$ cat config.mk
export PLATFORM = sky130hd
export DESIGN_NAME = acr_regs
export DESIGN_NICKNAME = d
export VERILOG_FILES = /design/src/rtl/acr_pkg.sv /design/src/rtl/acr_rate_lut.sv /design/src/rtl/acr_regs.sv
export SDC_FILE = /design/constraint.sdc
export NUM_CORES = 1
export LEC_CHECK = 0
export BUFFER_PORTS_ARGS = -buffer_cell sky130_fd_sc_hd__buf_2
export CORE_MARGIN = 2
export CORE_UTILIZATION = 40
export CTS_CLUSTER_DIAMETER = 60
export DETAILED_ROUTE_END_ITERATION = 12
export PLACE_DENSITY_LB_ADDON = 0.2
export SKIP_LAST_GASP = 1
export SLEW_MARGIN = 20
export SYNTH_ARGS = -nofsm -noshare
export SYNTH_HDL_FRONTEND = slang
export SYNTH_SLANG_ARGS = --single-unit
export TNS_END_PERCENT = 30
$ cat constraint.sdc
create_clock -name clock -period 4.3 [get_ports clock]
set_input_delay 1.29 -clock clock [delete_from_list [all_inputs] [get_ports clock]]
set_output_delay 1.29 -clock clock [all_outputs]
set_load 0.05 [all_outputs]
$ cat src/rtl/acr_pkg.sv
// constants for the converter configuration register bank
package acr_pkg;
  // register indexes as printed; byte address is four times the index
  localparam logic [7:0] IDX_CFG0 = 8'h00;
  localparam logic [7:0] IDX_CFG1 = 8'h01;
  localparam logic [7:0] IDX_CFG2 = 8'h02;
  localparam logic [7:0] IDX_CFG3 = 8'h03;
  localparam logic [7:0] IDX_IRQ_STATUS = 8'h08;
  localparam logic [7:0] IDX_IRQ_ENABLE = 8'h09;
  localparam logic [7:0] IDX_IRQ_CLEAR = 8'h0A;
  localparam logic [7:0] IDX_RESULT = 8'h0B;
  localparam logic [7:0] IDX_COUNT = 8'h0C;
  localparam logic [7:0] IDX_RATE = 8'h0D;
  localparam int ADDR_W = 8;
  localparam int IDX_LSB = 2;
  // reset value of every configuration register
  localparam logic [7:0] CFG_RESET = 8'h00;
  // register 0 fields
  localparam int C0_MUX_LSB = 4;
  localparam int C0_GAIN_LSB = 1;
  localparam int C0_BYP_BIT = 0;
  // register 1 fields
  localparam int C1_RATE_LSB = 5;
  localparam int C1_TURBO_BIT = 4;
  localparam int C1_CONT_BIT = 3;
  localparam int C1_REF_LSB = 1;
  localparam int C1_TEMP_BIT = 0;
  // register 2 fields
  localparam int C2_READY_BIT = 7;
  localparam int C2_CNT_BIT = 6;
  localparam int C2_CHK_LSB = 4;
  localparam int C2_BURN_BIT = 3;
  localparam int C2_LEVEL_LSB = 0;
  // register 3 fields
  localparam int C3_SRC1_LSB = 5;
  localparam int C3_SRC2_LSB = 2;
  localparam int C3_RSVD_BIT = 1;
  localparam int C3_AUTO_BIT = 0;
  // writable masks
  localparam logic [7:0] C2_WMASK = 8'h7F;
  localparam logic [7:0] C3_WMASK = 8'hFD;
  // interrupt status bits
  localparam int IRQ_READY_BIT = 0;
  localparam int IRQ_W = 1;
  // rate for the reserved code in samples per second; turbo doubles every code
  localparam logic [11:0] RATE_RESERVED = 12'h000;
  // reference selections
  typedef enum logic [1:0] {
    ACR_REF_INTERNAL,
    ACR_REF_EXTERNAL,
    ACR_REF_SUPPLY
  } acr_ref_t;
  // AXI responses
  localparam logic [1:0] RESP_OKAY = 2'b00;
  localparam logic [1:0] RESP_SLVERR = 2'b10;
endpackage : acr_pkg

$ cat src/rtl/acr_rate_lut.sv
// registered lookup of output data rate from rate code and modulator mode
`timescale 1ns/1ps
`default_nettype none
module acr_rate_lut (
  // clock and reset
  input wire logic clock,
  input wire logic rst_n,
  // selection
  input wire logic [2:0] rate_code,
  input wire logic turbo,
  // result in samples per second, zero for reserved code
  output logic [11:0] rate_sps
);
  // normal mode rate for a code
  function automatic logic [11:0] acr_normal_rate(input logic [2:0] code);
    unique case (code)
      3'h0: acr_normal_rate = 12'h014;
      3'h1: acr_normal_rate = 12'h02D;
      3'h2: acr_normal_rate = 12'h05A;
      3'h3: acr_normal_rate = 12'h0AF;
      3'h4: acr_normal_rate = 12'h14A;
      3'h5: acr_normal_rate = 12'h258;
      3'h6: acr_normal_rate = 12'h3E8;
      3'h7: acr_normal_rate = acr_pkg::RATE_RESERVED;
    endcase
  endfunction : acr_normal_rate

  // turbo mode rate for a code
  function automatic logic [11:0] acr_turbo_rate(input logic [2:0] code);
    unique case (code)
      3'h0: acr_turbo_rate = 12'h028;
      3'h1: acr_turbo_rate = 12'h05A;
      3'h2: acr_turbo_rate = 12'h0B4;
      3'h3: acr_turbo_rate = 12'h15E;
      3'h4: acr_turbo_rate = 12'h294;
      3'h5: acr_turbo_rate = 12'h4B0;
      3'h6: acr_turbo_rate = 12'h7D0;
      3'h7: acr_turbo_rate = acr_pkg::RATE_RESERVED;
    endcase
  endfunction : acr_turbo_rate

  // registered output
  always_ff @(posedge clock or negedge rst_n) begin
    if (!rst_n) begin
      rate_sps <= 12'h000;
    end else if (turbo) begin
      rate_sps <= acr_turbo_rate(rate_code);
    end else begin
      rate_sps <= acr_normal_rate(rate_code);
    end
  end
endmodule : acr_rate_lut
`default_nettype wire

$ cat src/rtl/acr_regs.sv
// configuration registers 0 to 3 of the converter, reached over AXI4-Lite
//
// Notes on behaviour
// - rate code 7:5 picks normal rate
// - turbo mode doubles the rate table
// - bit 4 selects normal or turbo
// - bit 3 selects single or continuous
// - bits 2:1 pick reference source
// - temperature mode overrides register 0, internal ref
// - ready flag set by result, cleared on read
// - bit 6 enables the sample counter
// - bits 5:4 select integrity check
// - bit 3 switches burn-out sources
// - bits 2:0 set excitation level
// - bits 7:5 route first excitation source
// - bits 4:2 route second source
// - reserved bit 1 reads zero
// - bit 0 selects automatic result output
// - registers at 00h to 03h, reset 00h
// - register 0 holds mux, gain, bypass
`timescale 1ns/1ps
`default_nettype none
module acr_regs (
  // clock and reset
  input wire logic clock,
  input wire logic rst_n,
  // axi write address
  input wire logic s_axi_awvalid,
  output logic s_axi_awready,
  input wire logic [7:0] s_axi_awaddr,
  // axi write data
  input wire logic s_axi_wvalid,
  output logic s_axi_wready,
  input wire logic [31:0] s_axi_wdata,
  input wire logic [3:0] s_axi_wstrb,
  // axi write response
  output logic s_axi_bvalid,
  input wire logic s_axi_bready,
  output logic [1:0] s_axi_bresp,
  // axi read address
  input wire logic s_axi_arvalid,
  output logic s_axi_arready,
  input wire logic [7:0] s_axi_araddr,
  // axi read data
  output logic s_axi_rvalid,
  input wire logic s_axi_rready,
  output logic [31:0] s_axi_rdata,
  output logic [1:0] s_axi_rresp,
  // conversion engine side
  input wire logic result_valid,
  input wire logic [15:0] result_data,
  output logic start_pulse,
  // analog controls
  output logic [3:0] input_mux_sel,
  output logic [2:0] gain_code,
  output logic amp_bypass,
  output logic [2:0] output_rate_code,
  output logic turbo_mode_sel,
  output logic conversion_mode_sel,
  output logic [1:0] reference_sel,
  output logic temp_sensor_mode_en,
  output logic sample_counter_en,
  output logic [1:0] integrity_check_sel,
  output logic burnout_source_en,
  output logic [2:0] excitation_current_level,
  output logic [2:0] exc_src1_route,
  output logic [2:0] exc_src2_route,
  output logic auto_output_en,
  output logic [11:0] output_rate_sps,
  // interrupt
  output logic irq
);
  // stored configuration images
  logic [7:0] cfg0_reg;
  logic [7:0] cfg1_reg;
  logic [7:0] cfg2_reg;
  logic [7:0] cfg3_reg;

  // result, counter and interrupt state
  logic ready_reg;
  logic [15:0] result_reg;
  logic [7:0] count_reg;
  logic [acr_pkg::IRQ_W-1:0] irq_status_reg;
  logic [acr_pkg::IRQ_W-1:0] irq_enable_reg;

  // write halves parked until both are present
  logic aw_hold_reg;
  logic w_hold_reg;
  logic [7:0] aw_addr_reg;
  logic [31:0] w_data_reg;
  logic [3:0] w_strb_reg;

  // decoded strobes and read path
  logic do_write;
  logic do_read;
  logic [7:0] w_idx;
  logic [7:0] r_idx;
  logic [7:0] wbyte;
  logic result_read;
  logic clear_ready;
  logic [acr_pkg::IRQ_W-1:0] irq_clear;
  logic [31:0] rdata_next;
  logic rhit;

  // index of a byte address
  function automatic logic [7:0] acr_index(input logic [7:0] addr);
    acr_index = {2'b00, addr[7:acr_pkg::IDX_LSB]};
  endfunction : acr_index

  // true for every index that decodes to a register
  function automatic logic acr_is_mapped(input logic [7:0] idx);
    acr_is_mapped = (idx <= acr_pkg::IDX_CFG3) ||
                    (idx >= acr_pkg::IDX_IRQ_STATUS &&
                     idx <= acr_pkg::IDX_RATE);
  endfunction : acr_is_mapped

  // write channels accepted independently, held until response
  assign s_axi_awready = !aw_hold_reg && !s_axi_bvalid;
  assign s_axi_wready = !w_hold_reg && !s_axi_bvalid;
  assign s_axi_arready = !s_axi_rvalid;
  // a write fires once both halves are parked and no response waits
  assign do_write = aw_hold_reg && w_hold_reg && !s_axi_bvalid;
  assign do_read = s_axi_arvalid && s_axi_arready;
  assign w_idx = acr_index(aw_addr_reg);
  assign r_idx = acr_index(s_axi_araddr);
  assign wbyte = w_data_reg[7:0];

  // capture address and data halves
  // a half taken early is parked until its partner arrives
  always_ff @(posedge clock or negedge rst_n) begin
    if (!rst_n) begin
      aw_hold_reg <= 1'b0;
      w_hold_reg <= 1'b0;
      aw_addr_reg <= 8'h00;
      w_data_reg <= 32'h0000_0000;
      w_strb_reg <= 4'h0;
    end else begin
      if (s_axi_awvalid && s_axi_awready) begin
        aw_hold_reg <= 1'b1;
        aw_addr_reg <= s_axi_awaddr;
      end else if (do_write) begin
        aw_hold_reg <= 1'b0;
      end
      if (s_axi_wvalid && s_axi_wready) begin
        w_hold_reg <= 1'b1;
        w_data_reg <= s_axi_wdata;
        w_strb_reg <= s_axi_wstrb;
      end else if (do_write) begin
        w_hold_reg <= 1'b0;
      end
    end
  end

  // write response, error on unmapped index
  // a write to a read-only index answers okay and changes nothing
  always_ff @(posedge clock or negedge rst_n) begin
    if (!rst_n) begin
      s_axi_bvalid <= 1'b0;
      s_axi_bresp <= acr_pkg::RESP_OKAY;
    end else if (do_write) begin
      s_axi_bvalid <= 1'b1;
      s_axi_bresp <= acr_is_mapped(w_idx) ? acr_pkg::RESP_OKAY : acr_pkg::RESP_SLVERR;
    end else if (s_axi_bready) begin
      s_axi_bvalid <= 1'b0;
    end
  end

  // only byte lane 0 carries register data, other lanes are ignored
  // reset 00h
  always_ff @(posedge clock or negedge rst_n) begin
    if (!rst_n) begin
      cfg0_reg <= acr_pkg::CFG_RESET;
      cfg1_reg <= acr_pkg::CFG_RESET;
      cfg2_reg <= acr_pkg::CFG_RESET;
      cfg3_reg <= acr_pkg::CFG_RESET;
    end else if (do_write && w_strb_reg[0]) begin
      if (w_idx == acr_pkg::IDX_CFG0) begin
        cfg0_reg <= wbyte;
      end
      if (w_idx == acr_pkg::IDX_CFG1) begin
        cfg1_reg <= wbyte;
      end
      if (w_idx == acr_pkg::IDX_CFG2) begin
        cfg2_reg <= wbyte & acr_pkg::C2_WMASK;
      end
      if (w_idx == acr_pkg::IDX_CFG3) begin
        cfg3_reg <= wbyte & acr_pkg::C3_WMASK;
      end
    end
  end

  // every write to register 1 with byte lane 0 strobed starts a conversion
  assign start_pulse = do_write && w_strb_reg[0] && (w_idx == acr_pkg::IDX_CFG1);

  // reading the result word counts as reading conversion data
  assign result_read = do_read && (r_idx == acr_pkg::IDX_RESULT);
  assign clear_ready = result_read;

  // the result word is captured together with the flag
  // ready flag, set wins over clear
  always_ff @(posedge clock or negedge rst_n) begin
    if (!rst_n) begin
      ready_reg <= 1'b0;
      result_reg <= 16'h0000;
    end else if (result_valid) begin
      ready_reg <= 1'b1;
      result_reg <= result_data;
    end else if (clear_ready) begin
      ready_reg <= 1'b0;
    end
  end

  // clearing while disabled keeps a stale count from coming back
  // counter advances per result when enabled
  always_ff @(posedge clock or negedge rst_n) begin
    if (!rst_n) begin
      count_reg <= 8'h00;
    end else if (!cfg2_reg[acr_pkg::C2_CNT_BIT]) begin
      count_reg <= 8'h00;
    end else if (result_valid) begin
      count_reg <= count_reg + 8'h01;
    end
  end

  // interrupt clear strobe from write-only register
  assign irq_clear = (do_write && w_strb_reg[0] && w_idx == acr_pkg::IDX_IRQ_CLEAR) ?
                     wbyte[acr_pkg::IRQ_W-1:0] : '0;

  // sticky status and enable, a new result beats a clear
  // enable is a plain read-write mask
  always_ff @(posedge clock or negedge rst_n) begin
    if (!rst_n) begin
      irq_status_reg <= '0;
      irq_enable_reg <= '0;
    end else begin
      if (result_valid) begin
        irq_status_reg[acr_pkg::IRQ_READY_BIT] <= 1'b1;
      end else if (irq_clear[acr_pkg::IRQ_READY_BIT]) begin
        irq_status_reg[acr_pkg::IRQ_READY_BIT] <= 1'b0;
      end
      if (do_write && w_strb_reg[0] && w_idx == acr_pkg::IDX_IRQ_ENABLE) begin
        irq_enable_reg <= wbyte[acr_pkg::IRQ_W-1:0];
      end
    end
  end

  // level interrupt while any enabled status bit is set
  assign irq = |(irq_status_reg & irq_enable_reg);

  // read data mux
  // unmapped reads return zero with an error response
  always_comb begin
    rdata_next = 32'h0000_0000;
    rhit = acr_is_mapped(r_idx);
    unique case (r_idx)
      acr_pkg::IDX_CFG0: rdata_next[7:0] = cfg0_reg;
      acr_pkg::IDX_CFG1: rdata_next[7:0] = cfg1_reg;
      acr_pkg::IDX_CFG2: rdata_next[7:0] = {ready_reg, cfg2_reg[6:0]};
      acr_pkg::IDX_CFG3: rdata_next[7:0] = cfg3_reg;
      acr_pkg::IDX_IRQ_STATUS: rdata_next[acr_pkg::IRQ_W-1:0] = irq_status_reg;
      acr_pkg::IDX_IRQ_ENABLE: rdata_next[acr_pkg::IRQ_W-1:0] = irq_enable_reg;
      acr_pkg::IDX_IRQ_CLEAR: rdata_next = 32'h0000_0000;
      acr_pkg::IDX_RESULT: rdata_next[15:0] = result_reg;
      acr_pkg::IDX_COUNT: rdata_next[7:0] = count_reg;
      acr_pkg::IDX_RATE: rdata_next[11:0] = output_rate_sps;
      default: rdata_next = 32'h0000_0000;
    endcase
  end

  // read response registered
  // arready stays low while a response waits, so one read at a time
  always_ff @(posedge clock or negedge rst_n) begin
    if (!rst_n) begin
      s_axi_rvalid <= 1'b0;
      s_axi_rdata <= 32'h0000_0000;
      s_axi_rresp <= acr_pkg::RESP_OKAY;
    end else if (do_read) begin
      s_axi_rvalid <= 1'b1;
      s_axi_rdata <= rdata_next;
      s_axi_rresp <= rhit ? acr_pkg::RESP_OKAY : acr_pkg::RESP_SLVERR;
    end else if (s_axi_rready) begin
      s_axi_rvalid <= 1'b0;
    end
  end

  // the table is registered, so the rate trails the code by one cycle
  // rate code
  acr_rate_lut u_rate (
    .clock(clock),
    .rst_n(rst_n),
    .rate_code(cfg1_reg[acr_pkg::C1_RATE_LSB +: 3]),
    .turbo(cfg1_reg[acr_pkg::C1_TURBO_BIT]),
    .rate_sps(output_rate_sps)
  );

  // stored register 0 still reads back unchanged in temperature mode
  // temperature mode forces register 0 defaults
  assign input_mux_sel = temp_sensor_mode_en ? 4'h0 : cfg0_reg[acr_pkg::C0_MUX_LSB +: 4];
  assign gain_code = temp_sensor_mode_en ? 3'h0 : cfg0_reg[acr_pkg::C0_GAIN_LSB +: 3];
  assign amp_bypass = temp_sensor_mode_en ? 1'b0 : cfg0_reg[acr_pkg::C0_BYP_BIT];
  assign temp_sensor_mode_en = cfg1_reg[acr_pkg::C1_TEMP_BIT];
  assign output_rate_code = cfg1_reg[acr_pkg::C1_RATE_LSB +: 3];
  assign turbo_mode_sel = cfg1_reg[acr_pkg::C1_TURBO_BIT];
  assign conversion_mode_sel = cfg1_reg[acr_pkg::C1_CONT_BIT];

  always_comb begin
    if (temp_sensor_mode_en || cfg1_reg[acr_pkg::C1_REF_LSB +: 2] == 2'b00) begin
      reference_sel = acr_pkg::ACR_REF_INTERNAL;
    end else if (cfg1_reg[acr_pkg::C1_REF_LSB +: 2] == 2'b01) begin
      reference_sel = acr_pkg::ACR_REF_EXTERNAL;
    end else begin
      reference_sel = acr_pkg::ACR_REF_SUPPLY;
    end
  end

  // register 2 and 3 fields straight from storage
  // counter enable
  assign sample_counter_en = cfg2_reg[acr_pkg::C2_CNT_BIT];
  assign integrity_check_sel = cfg2_reg[acr_pkg::C2_CHK_LSB +: 2];
  assign burnout_source_en = cfg2_reg[acr_pkg::C2_BURN_BIT];
  assign excitation_current_level = cfg2_reg[acr_pkg::C2_LEVEL_LSB +: 3];
  assign exc_src1_route = cfg3_reg[acr_pkg::C3_SRC1_LSB +: 3];
  assign exc_src2_route = cfg3_reg[acr_pkg::C3_SRC2_LSB +: 3];
  assign auto_output_en = cfg3_reg[acr_pkg::C3_AUTO_BIT];
endmodule : acr_regs
`default_nettype wire

# Yosys cells after proc, flatten, opt, wreduce, memory -nomap -nowiden

Memories as Yosys holds them, arrays and structs flattened.
Index checks and enable logic that the tools add are counted.

Equal/unequal tests: 15
Add/sub/neg operators: 1
Muxes and demuxes: 26
Bitwise operators: 1
$lt $le $gt $ge: 6
Reduce and logical (&&, ||, !) cells: 34

Operators with widths:

| cell                  | count |
|---|---|
| $pmux W7 S7           | 1 |
| $eq A6 B4 Y1 const B  | 7 |
| $eq A6 B2 Y1 const B  | 4 |
| $logic_not A8 Y1      | 2 |
| $mux W8               | 2 |
| $logic_and A1 B1 Y1   | 14 |
| $mux W1               | 13 |
| $eq A6 B1 Y1 const B  | 2 |
| $ge A6 B4 Y1 const B  | 2 |
| $le A6 B2 Y1 const B  | 2 |
| $le A6 B4 Y1 const B  | 2 |
| $mux W12              | 1 |
| $reduce_bool A2 Y1    | 6 |
| $pmux W1 S9           | 1 |
| $add A8 B1 Y8 const B | 1 |
| $mux W2               | 4 |
| $mux W4               | 2 |
| $pmux W4 S2           | 1 |
| $reduce_and A2 Y1     | 4 |
| $logic_not A1 Y1      | 4 |
| $logic_or A1 B1 Y1    | 3 |
| $mux W3               | 1 |
| $eq A2 B1 Y1 const B  | 1 |
| $logic_not A2 Y1      | 1 |
| 2 further kinds       | 2 |

ROM bits: 160
Input port bits: 76
Logic and storage cells: 105
Memories kept: 2
Register bits after elaboration: 110

Memories:

| memory           | depth | width | read ports | clocked after Yosys merged registers in | write ports | RTL line           | text |
|---|---|---|---|---|---|---|---|
| (name not given) | 8     | 10    | 1          | 0                                       | 0           | acr_rate_lut.sv:30 | `unique case (code)` |
| (name not given) | 8     | 10    | 1          | 0                                       | 0           | acr_rate_lut.sv:16 | `unique case (code)` |

# Longest topological paths before layout

Gate-level depths: netlist of the first run.

Depth after elaboration: 7
Depth in mapped cells: 6
Gate-level depth less buffers: 6

# Hierarchy

From an unflattened synthesis of the first run, not the netlist that was laid out.

Cell total of the unflattened synthesis: 436
Area, all modules: 5,114.9 um^2

Modules (own cells, without submodules):

| module       | cells each | times used | area an instance (um^2) |
|---|---|---|---|
| acr_regs     | 373        | 1          | 4,480.5 |
| acr_rate_lut | 63         | 1          | 634.4 |

# Worst setup path before layout of the first run

OpenSTA, ideal clock, no wires.

Path kind: reg-to-output
Start: register s_axi_bvalid
End: output start_pulse
Data required time: 3.010 ns
Setup slack: 0.463 ns
Buffers on the path: 0
Cell stages (with the launch flop): 4
Data arrival time: 2.547 ns
Cells stage by stage: dfrtp_1 and3b_1 nand3_1 nor4_1

Word-level cells in the longest chain between the ends: 4

Ends and longest elaborated chain:

| what                             | RTL line        | text |
|---|---|---|
| from (decl)                      | acr_regs.sv:37  | `output logic s_axi_bvalid,` |
| from (signal assigned)           | acr_regs.sv:158 | `s_axi_bvalid <= 1'b0;` |
| from (signal assigned)           | acr_regs.sv:161 | `s_axi_bvalid <= 1'b1;` |
| from (signal assigned)           | acr_regs.sv:164 | `s_axi_bvalid <= 1'b0;` |
| $logic_not A1 Y1                 | acr_regs.sv:122 | `assign do_write = aw_hold_reg && w_hold_reg && !s_axi_bvalid;` |
| $logic_and A1 B1 Y1              | acr_regs.sv:122 |  |
| $logic_and A1 B1 Y1 (2 in a row) | acr_regs.sv:193 | `assign start_pulse = do_write && w_strb_reg[0] && (w_idx == acr_pkg::IDX_CFG1);` |
| to (decl)                        | acr_regs.sv:52  | `output logic start_pulse,` |

No other way between the ends.

# Worst setup path after layout of the first run

Ends and elaborated chain as after synthesis.

==> impl_results.md, run 1 <==
* Crit path capture type: output pin
* Worst endpoint required time at 3.01 ns
* Synthesis-stage register bit count at 105
* Worst hold path class: reg -> reg
* Final Slew Violations at 0
* Top cells by count, synth: dfrtp_1 (105), mux2_2 (62), nand2_1 (33), buf_4 (24), o21ai_0 (21)
* Detail Route Antenna Nets at 0
* Share of the synthesized area in the top cell type at 0.5117
* Gpl congestion at 0.8241
* TritonCTS buffer count at 9
* Leak at 2.911 nW
* Tcrit/Tclk final at 0.7086
* Die Wd at 117.3 µm
* Most instantiated library cell after synthesis: dfrtp_1
* Pwr Density at 628.8 mW/mm²
* Mapped cell area at 0.005135 mm²
* Asr flop ratio synth at 1.000
* Critical path arrival at 1.76 ns
* GR Util All Layers at 0.1798
* Core box area at 0.01257 mm²
* DRC Markers at 0
* Final Skew at 0.007181 ns
* Row count at 41
* Crit Path Class: reg -> out
* Area delta synth->final at 17.62%
* Endpoints failing setup at 0
* Largest net degree at the start of global routing at 61
* Synth cell types at 57
* Via count at 3620
* Ant. Diodes at 0
* Die height at 117.3 µm
* Layout cells sized above 1 at 0.3643
* Antenna violations before repair at 0
* Slew @ Worst Pin at 0.7722 ns
* Syn Area/Cell at 11.44 µm²
* Clock Tree Root: clkbuf_16
* Final WL at 12070 µm
* Area of all placed cells without fillers at 0.006040 mm²
* Post-CTS Hold Fix Bufs at 0
* Synthesized instance count at 449
* Final Net Count at 628
* Dpl cell area at 0.005709 mm²
* I/O Buffers at 110
* Final min period at 3.047 ns
* I/O Pins at 161
* Dominant cell type by area after synthesis: dfrtp_1
* Vias per cell at 5.021
* WL/cell at 16.74 µm
* Clock latency at the later pin of the worst-skew pair at 0.35 ns
* TritonCTS clock tree: built
* CTS sink count at 105
* Synthesis Warnings at 0
* Top post-synthesis cells by area: dfrtp_1 (51%), mux2_2 (14%), buf_4 (3.5%)
* Placed Cells at 706
* DRT iter0 DRCs at 168
* Post-synthesis sequential area ratio at 0.5117
* Post-CTS Setup Repair Bufs at 0
* Clock transition at path regs at 0.07 ns
* Max-cap violations at 0
* Number of global-route vias before repair at 3613
* Max Clk Rate at 328.2 MHz
* Final hold vios at 0
* Rel. slew slack at 0.4852
* Status: complete, no violations
* VDD IR max at 0.0004469 V
* EDFF count, synth at 0
* Post_cts resized at 0
* Unrepaired setup endpoints after global routing: no
* Starting Density at 0.4086
* Die area at 0.01376 mm²
* Crit path max fanout at 6
* Max Root-Sink Buffers at 2
* Gr ovfl total at 0
* Ys flop type: dfrtp_1
* Crit start category: register
* Final HPWL DP at 8789 µm
* Htree depth at 3
* Final setup TNS at 0 ns
* Final instance count without filler cells at 721
* Pre-antenna DRT Iters at 4
* First-pass GRT wire length at 19360 µm
[layout make-up]
| type | count | area [µm²] |
|---|---|---|
| fill | 1171 | 6529 |
| multi-input combinational | 307 | 2257 |
| clock inverter | 2 | 60.06 |
| sequential | 105 | 2628 |
| inverter | 9 | 33.78 |
| timing repair buffer | 113 | 575.6 |
| tap | 172 | 215.2 |
| clock buffer | 13 | 270.3 |
[through the flow]
stage | power [W] | hold WS [ns] | util | setup slack [ns]
after floorplan | 0.002579 | 0.4640 | - | 0.4627
after global placement | 0.002898 | 0.4592 | 0.4543 | 1.303
after detailed placement | 0.002938 | 0.4664 | 0.4543 | 1.294
after CTS | 0.003844 | 0.4805 | 0.4805 | 1.219
after global routing | 0.004005 | 0.5076 | 0.4805 | 1.055
final | 0.003798 | 0.4782 | 0.4805 | 1.253
[per-layer routing]
| layer | track usage | up-vias | routed length, µm |
|---|---|---|---|
| met5 | 0 | - | 0 |
| met4 | 0.04066 | 0 | 113 |
| met3 | 0.05788 | 10 | 664 |
| met2 | 0.2990 | 113 | 5827 |
| met1 | 0.2298 | 1766 | 5461 |
| li1 | - | 1731 | - |
[power by group]
| group | switching, W | total [W] | internal, W |
|---|---|---|---|
| Clock | 0.000334 | 0.000888 | 0.000554 |
| Sequential | 0.000302 | 0.00153 | 0.00123 |
| Combinational | 0.000937 | 0.00138 | 0.000445 |
[worst paths after layout]
kind	start	end	slack (ns)	depth (start not counted)
hold reg to reg	s_axi_rresp[1]	s_axi_rresp[1]	0.48	2
setup reg to reg	s_axi_bvalid	cfg3_reg[4]	2.30	4
max in group asynchronous	rst_n	s_axi_bresp[1]	2.46	2
setup / recovery	s_axi_bvalid	start_pulse	1.25	4
min in group asynchronous	rst_n	cfg1_reg[7]	1.01	1
hold / removal	s_axi_rresp[1]	s_axi_rresp[1]	0.48	2
[critical path, cell delays in order (launching register included)]
cell and delay, ns:
dfrtp_1 0.43, and3b_1 0.32, nand3_1 0.13, nor4_1 0.22, buf_2 0.31
[placed cells by master (no fill, tap or decap), types with 5 or more instances in the layout]
cell,n
xnor2_1,6
buf_2,109
clkbuf_16,9
ha_1,7
nor3b_1,5
a21oi_1,14
conb_1,19
mux2_2,62
mux2i_1,15
o21ai_0,21
nand2b_1,6
o21ai_1,6
nor3_1,11
nor2b_1,13
inv_1,9
nor2_1,18
dfrtp_1,105
nand2_1,33
and2_1,8
nand3_1,8
[cell families after synthesis]
logic type / share of synthesized area
and+or+nand+nor: 0.1328
DFF: 0.5117
muxes: 0.1806
AOI/OAI and AO/OA: 0.08333
buffers and inverters: 0.06189
adders and majority gates: 0.01706
xor gates and xnor gates: 0.01194
other: 0.0007303
Note: power is estimated with default switching activity, not from simulation.
==> run 2, diff against run 1 <==
Settings changed: ABC_AREA from default to 1.
Clock period 4.3 ns to 3.2 ns, I/O delays scaled along.
==> run 2 against run 1 <==
  * Global-route usage is 1.1 points higher
  * Synthesized cell count is 39% higher
  * Critical path depth is 4 higher
  * Sequential cell count stayed put
  * Core utilization is 0.32 points higher
  * Area after synthesis is 0.29% lower
  * Non-clock buffer count is 3 higher
  * Worst setup slack worse by 0.74 ns
  * Sequential share of layout area is 0.29 points lower
  * Count of clock-buffer cells in the layout is 2 lower
  * Critical path type unchanged
  * Critical endpoint unchanged
  * Largest power group unchanged
  * Highest routed layer is now met5
==> impl_results.md, run 2 <==
* Detail Route Antenna Nets at 0 (unchanged)
* Tcrit/Tclk final at 0.8391
* GR Util All Layers at 0.1913 (was 0.1798)
* Ant. Diodes at 0 (unchanged)
* Max Root-Sink Buffers at 2 (unchanged)
* Final Skew at 0.008843 ns (was 0.007181 ns)
* Most frequent cells in the layout: nand2_1 (196), buf_2 (109), dfrtp_1 (105), nor2_1 (65), inv_1 (60) (was buf_2 (109), dfrtp_1 (105), mux2_2 (62), nand2_1 (33), o21ai_0 (21))
* Most instantiated library cell after synthesis: nand2_1 (was dfrtp_1)
* EDFF count, synth at 0 (unchanged)
* Rel. slew slack at 0.6351 (was 0.4852)
* Final hold vios at 0 (unchanged)
* Fill cells at 1254 (was 1171)
* Clock latency at the later pin of the worst-skew pair at 0.35 ns (about the same)
* Leak at 3.295 nW (was 2.911 nW)
* Vias per cell at 4.611 (was 5.021)
* Top post-synthesis cells by area: dfrtp_1 (51%), nand2_1 (14%), o21ai_0 (5.6%) (was dfrtp_1 (51%), mux2_2 (14%), buf_4 (3.5%))
* Antenna violations before repair at 1 (was 0)
* Placed Cells at 893 (was 706)
* Status: complete, no violations (unchanged)
* Pre-antenna DRT Iters at 4 (unchanged)
* Number of global-route vias before repair at 3957 (was 3613)
* Share of the synthesized area in the top cell type at 0.5132 (was 0.5117)
* Crit Path Class: reg -> out (unchanged)
* Top cells by count, synth: nand2_1 (196), dfrtp_1 (105), nor2_1 (65), inv_1 (60), o21ai_0 (57) (was dfrtp_1 (105), mux2_2 (62), nand2_1 (33), buf_4 (24), o21ai_0 (21))
* First-pass GRT wire length at 19840 µm (was 19360 µm)
* Syn Area/Cell at 8.179 µm² (was 11.44 µm²)
* Critical path arrival at 1.73 ns (was 1.76 ns)
* Final HPWL DP at 9534 µm (was 8789 µm)
* DRT iter0 DRCs at 214 (was 168)
* Clock transition at path regs at 0.07 ns (about the same)
* Crit path capture type: output pin (unchanged)
* Ys flop type: dfrtp_1 (unchanged)
* Synthesis-stage register bit count at 105 (unchanged)
* FF-to-FF Start: s_axi_bvalid (unchanged)
* Met1 Use GR at 0.2504 (was 0.2298)
* CTS sink count at 105 (unchanged)
* Most common cell after layout, fill and taps aside: nand2_1 (was buf_2)
* R2R depth at 9 (was 4)
* Dominant cell type by area after synthesis: dfrtp_1 (unchanged)
* Slew @ Worst Pin at 0.5460 ns (was 0.7722 ns)
* Crit path max fanout at 5 (was 6)
* I/O Buffers at 110 (unchanged)
* R2r endpoint: cfg1_reg[4] (was cfg3_reg[4])
* Die area at 0.01372 mm² (was 0.01376 mm²)
* R2r setup slk at 1.63 ns (was 2.30 ns)
* Final Slew Violations at 0 (unchanged)
* Reg area at 0.002628 mm² (unchanged)
* Final setup TNS at 0 ns (unchanged)
* Die Wd at 117.1 µm (was 117.3 µm)
* Total power at 0.004664 W (was 0.003798 W)
* Max Clk Rate at 372.4 MHz
* GR met2 Demand/Resource at 0.3118 (was 0.2990)
* Crit start category: register (unchanged)
* Footprint of the multi-input gates at 0.002068 mm² (was 0.002257 mm²)
* Synthesized instance count at 626 (was 449)
* VDD IR max at 0.0006924 V (was 0.0004469 V)
* Largest net degree at the start of global routing at 61 (unchanged)
* Row count at 41 (unchanged)
* Final min period at 2.685 ns
* Area delta synth->final at 18.74% (was 17.62%)
* Via count at 4191 (was 3620)
* Met3 Track Usage GR at 0.04892 (was 0.05788)
* WL/cell at 13.66 µm (was 16.74 µm)
* Post-CTS Setup Repair Bufs at 0 (unchanged)
* Asr flop ratio synth at 1.000 (unchanged)
* I/O Pins at 161 (unchanged)
* Synth cell types at 29 (was 57)
* Endpoints failing setup at 0 (unchanged)
* Post-CTS Hold Fix Bufs at 0 (unchanged)
* Layout cells sized above 1 at 0.2212 (was 0.3643)
* Core box area at 0.01257 mm² (unchanged)
* Post-synthesis sequential area ratio at 0.5132 (was 0.5117)
* TritonCTS buffer count at 9 (unchanged)
* Final Net Count at 815 (was 628)
* CP Capture Point: start_pulse (unchanged)
* Final instance count without filler cells at 909 (was 721)
* Starting Density at 0.4074 (was 0.4086)
* Worst hold path class: in -> async (was reg -> reg)
* Htree depth at 3 (unchanged)
* TritonCTS clock tree: built (unchanged)
* Clock Tree Root: clkbuf_16 (unchanged)
* Die height at 117.1 µm (was 117.3 µm)
* Final WL at 12420 µm (was 12070 µm)
* Gpl congestion at 0.9019 (was 0.8241)
* Pwr Density at 767.2 mW/mm² (was 628.8 mW/mm²)
* Unrepaired setup endpoints after global routing: no (unchanged)
* DRC Markers at 0 (unchanged)
* Worst setup startpoint: s_axi_bvalid (unchanged)
* Busiest grt layer: met2 (unchanged)
* Worst endpoint required time at 2.24 ns (was 3.01 ns)
* Gr ovfl total at 0 (unchanged)
* Post_cts resized at 0 (unchanged)
* Mapped cell area at 0.005120 mm² (was 0.005135 mm²)
* Max-cap violations at 0 (unchanged)
* Synthesis Warnings at 0 (unchanged)
[run 2: cell count changes after synthesis, moves of 19 or more]
cell / previous run / this run
nand3_1: 8 / 27
nand2_1: 33 / 196
o21ai_0: 21 / 57
nor2_1: 18 / 65
mux2_2: 62 / 2
inv_1: 9 / 60
[run 2: metal layers]
metal  part of all wire  up-vias
met4              0.017        2
met3              0.056       15
met2               0.47      118
met5            0.00056        -
met1               0.46     1907
li1                   -     2149
[run 2: area by class of cell]
class | instances | area share
Sequential cell | 105 | 0.4322
Multi-Input combinational cell | 436 | 0.3402
Timing Repair Buffer | 116 | 0.1004
Clock buffer | 11 | 0.04157
Inverter | 64 | 0.03972
Tap cell | 172 | 0.03540
Clock inverter | 5 | 0.01050
[run 2: worst min path at each step]
stage | from | to | slack [ns] | depth (start not counted)
global placement | s_axi_rdata[5] | s_axi_rdata[5] | 0.46 | 2
global route | rst_n | result_reg[13] | 0.42 | 1
CTS | rst_n | result_reg[13] | 0.43 | 1
finish | rst_n | result_reg[13] | 0.44 | 1
floorplan | ready_reg | ready_reg | 0.44 | 2
detailed placement | result_reg[6] | result_reg[6] | 0.46 | 2
[run 2: critical path, stage by stage, from the launching register on]
cell and delay, ns:
dfrtp_1 0.42, inv_2 0.09, nand3_4 0.11, nor2_8 0.15
inv_2 0.08, nor2_8 0.11, nand3_4 0.10, inv_1 0.06
buf_2 0.25
[run 2: kinds of logic after synthesis]
family / count (synthesis) / share of synthesized area
simple gates: 314 / 0.2637
fa+ha+maj: 7 / 0.01711
mux: 2 / 0.004399
flops: 105 / 0.5132
other cells: 1 / 0.0007324
buf+inv: 103 / 0.09604
compound gates: 94 / 0.1048
[run 2: report_power, final]
group          switching (W)  total, W  internal, W  leakage (nW)
registers           0.000248   0.00186      0.00161          1.35
clock network       0.000488   0.00114     0.000653         0.152
logic                0.00129   0.00166     0.000376          1.79
total                0.00202   0.00466      0.00264          3.29
[run 2: per-stage QoR]
| step | utilization | hold WS (ns) | worst slack (ns) | cell area, µm² |
|---|---|---|---|---|
| final | 0.4837 | 0.4356 | 0.5149 | 6080 |
| after CTS | 0.4837 | 0.4264 | 0.4753 | 6080 |
| after detailed placement | 0.4585 | 0.4640 | 0.7308 | 5763 |
| after global placement | 0.4585 | 0.4622 | 0.7632 | 5763 |
| after global routing | 0.4837 | 0.4227 | 0.3775 | 6080 |
| after floorplan | - | 0.4422 | 0.5242 | 5187 |
==> run 3, diff against run 2 <==
Settings changed: ABC_AREA 1 to 0.
Clock period 3.2 ns to 2.7 ns, I/O delays scaled along.
==> run 3 against run 2 <==
  * First-iteration DRC count down 42%
  * Critical path depth down 4
  * Clock power up 32%
  * Non-clock buffer count up 4
  * Die area up 0.28%
  * Sequential power up 29%
  * Via count down 11%
  * Highest routed layer is now met4
==> impl_results.md, run 3 (synthesis results as in run 1) <==
* Tcrit/Tclk final at 0.9602
* Layout cells sized above 1 at 0.3788 (was 0.2212)
* Antenna violations before repair at 0 (was 1)
* Die height at 117.3 µm (was 117.1 µm)
* Clock Tree Root: clkbuf_16 (unchanged)
* Detail Route Antenna Nets at 0 (unchanged)
* Clock latency at the later pin of the worst-skew pair at 0.35 ns (about the same)
* Die Wd at 117.3 µm (was 117.1 µm)
* Final hold vios at 0 (unchanged)
* Htree depth at 3 (unchanged)
* Core box area at 0.01257 mm² (unchanged)
* VDD IR max at 0.0005668 V (was 0.0006924 V)
* TritonCTS clock tree: built (unchanged)
* Gpl congestion at 0.8353 (was 0.9019)
* Via count at 3719 (was 4191)
* Number of global-route vias before repair at 3640 (was 3957)
* GR Util All Layers at 0.1803 (was 0.1913)
* Crit path max fanout at 6 (was 5)
* Endpoints failing setup at 0 (unchanged)
* Delay of the slowest critical-path stage at 0.43 ns (was 0.42 ns)
* Area delta synth->final at 19.37% (was 18.74%)
* Pre-antenna DRT Iters at 4 (unchanged)
* First-pass GRT wire length at 19420 µm (was 19840 µm)
* I/O Buffers at 110 (unchanged)
* Final WL at 12180 µm (was 12420 µm)
* Gr ovfl total at 0 (unchanged)
* Rel. slew slack at 0.5314 (was 0.6351)
* Largest net degree at the start of global routing at 68 (was 61)
* Pwr Density at 1007 mW/mm² (was 767.2 mW/mm²)
* Final Skew at 0.007342 ns (was 0.008843 ns)
* Most frequent cells in the layout: buf_2 (109), dfrtp_1 (105), mux2_2 (62), nand2_1 (33), o21ai_0 (21) (was nand2_1 (196), buf_2 (109), dfrtp_1 (105), nor2_1 (65), inv_1 (60))
* Post-CTS Setup Repair Bufs at 0 (unchanged)
* Ant. Diodes at 0 (unchanged)
* Dpl cell area at 0.005786 mm² (was 0.005763 mm²)
* Worst hold path class: in -> async (unchanged)
* Max-cap violations at 0 (unchanged)
* Crit Path Class: reg -> out (unchanged)
* CTS sink count at 105 (unchanged)
* FF-to-FF Start: s_axi_bvalid (unchanged)
* Final HPWL DP at 9001 µm (was 9534 µm)
* Critical path arrival at 1.78 ns (was 1.73 ns)
* Worst endpoint required time at 1.89 ns (was 2.24 ns)
* Max Clk Rate at 385.7 MHz
* I/O Pins at 161 (unchanged)
* Final Net Count at 635 (was 815)
* Placed Cells at 713 (was 893)
* TritonCTS buffer count at 9 (unchanged)
* DRT iter0 DRCs at 125 (was 214)
* Die area at 0.01376 mm² (was 0.01372 mm²)
* Slew @ Worst Pin at 0.6852 ns (was 0.5460 ns)
* Place WS at 0.2450 ns (was 0.7308 ns)
* Final min period at 2.592 ns
* Total power at 0.006172 W (was 0.004664 W)
* Row count at 41 (unchanged)
* Setup WS post-layout at 0.1075 ns (was 0.5149 ns)
* CP max stage cell: dfrtp_1 (unchanged)
* DRC Markers at 0 (unchanged)
* Area of all placed cells without fillers at 0.006130 mm² (was 0.006080 mm²)
* Critical Path, Cell by Cell: and3b_1 -> nand3_1 -> nor4_2 -> buf_2 (was inv_2 -> nand3_4 -> nor2_8 -> inv_2 -> nor2_8 -> nand3_4 -> inv_1 -> buf_2)
* Post_cts resized at 0 (unchanged)
* Crit start category: register (unchanged)
* WL/cell at 16.71 µm (was 13.66 µm)
* Final Slew Violations at 0 (unchanged)
* Vias per cell at 5.102 (was 4.611)
* Starting Density at 0.4086 (was 0.4074)
* Crit path capture type: output pin (unchanged)
* Status: complete, no violations (unchanged)
* R2R depth at 4 (was 9)
* Most common cell after layout, fill and taps aside: buf_2 (was nand2_1)
* Max Root-Sink Buffers at 2 (unchanged)
* Unrepaired setup endpoints after global routing: no (unchanged)
* Post-CTS Hold Fix Bufs at 0 (unchanged)
* Leak at 2.964 nW (was 3.295 nW)
* Worst hold margin at 0.2500 ns (was 0.4356 ns)
* Final instance count without filler cells at 729 (was 909)
* Clock transition at path regs at 0.07 ns (about the same)
* Worst setup startpoint: s_axi_bvalid (unchanged)
[run 3: area by class of cell]
| cell class | instances | area, µm² |
|---|---|---|
| clock buffer | 10 | 239.0 |
| clock inverter | 6 | 105.1 |
| sequential | 105 | 2628 |
| inverter | 9 | 33.78 |
| timing repair buffer | 120 | 640.6 |
| tap | 172 | 215.2 |
| multi-input combinational | 307 | 2268 |
| fill | 1166 | 6439 |
[run 3: per-layer routing]
layer  GRT usage  vias up  routed length [µm]
li1            -     1746                   -
met1      0.2397     1838                5648
met2      0.2862      119                5674
met3     0.04426       16                 618
met4     0.06777        0                 238
met5           0        -                   0
[run 3: critical path, delay by kind of cell, from the launching register on]
family	cells	cell delay [ns]
DFF	1	0.43
and+or+nand+nor	3	0.69
buffers and inverters	1	0.30
[run 3: path summary, 6_finish.rpt]
check | to | slack, ns
setup / recovery | start_pulse | 0.11
hold / removal | s_axi_rdata[14] | 0.25
setup reg to reg | cfg3_reg[4] | 0.70
hold reg to reg | s_axi_rdata[13] | 0.48
max in group asynchronous | u_rate.rate_sps[2] | 1.82
min in group clock | s_axi_rdata[13] | 0.48
[run 3: power by group]
group          leakage, nW  internal, W  switching (W)
registers             1.36      0.00195       0.000452
logic                 1.44     0.000728        0.00154
clock network        0.172     0.000927       0.000574
[run 3: stage by stage]
stage | utilization | setup TNS, ns
after detailed placement | 0.4603 | 0
final | 0.4877 | 0
after CTS | 0.4877 | 0
after floorplan | - | -0.09664
after global routing | 0.4877 | 0
after global placement | 0.4603 | 0
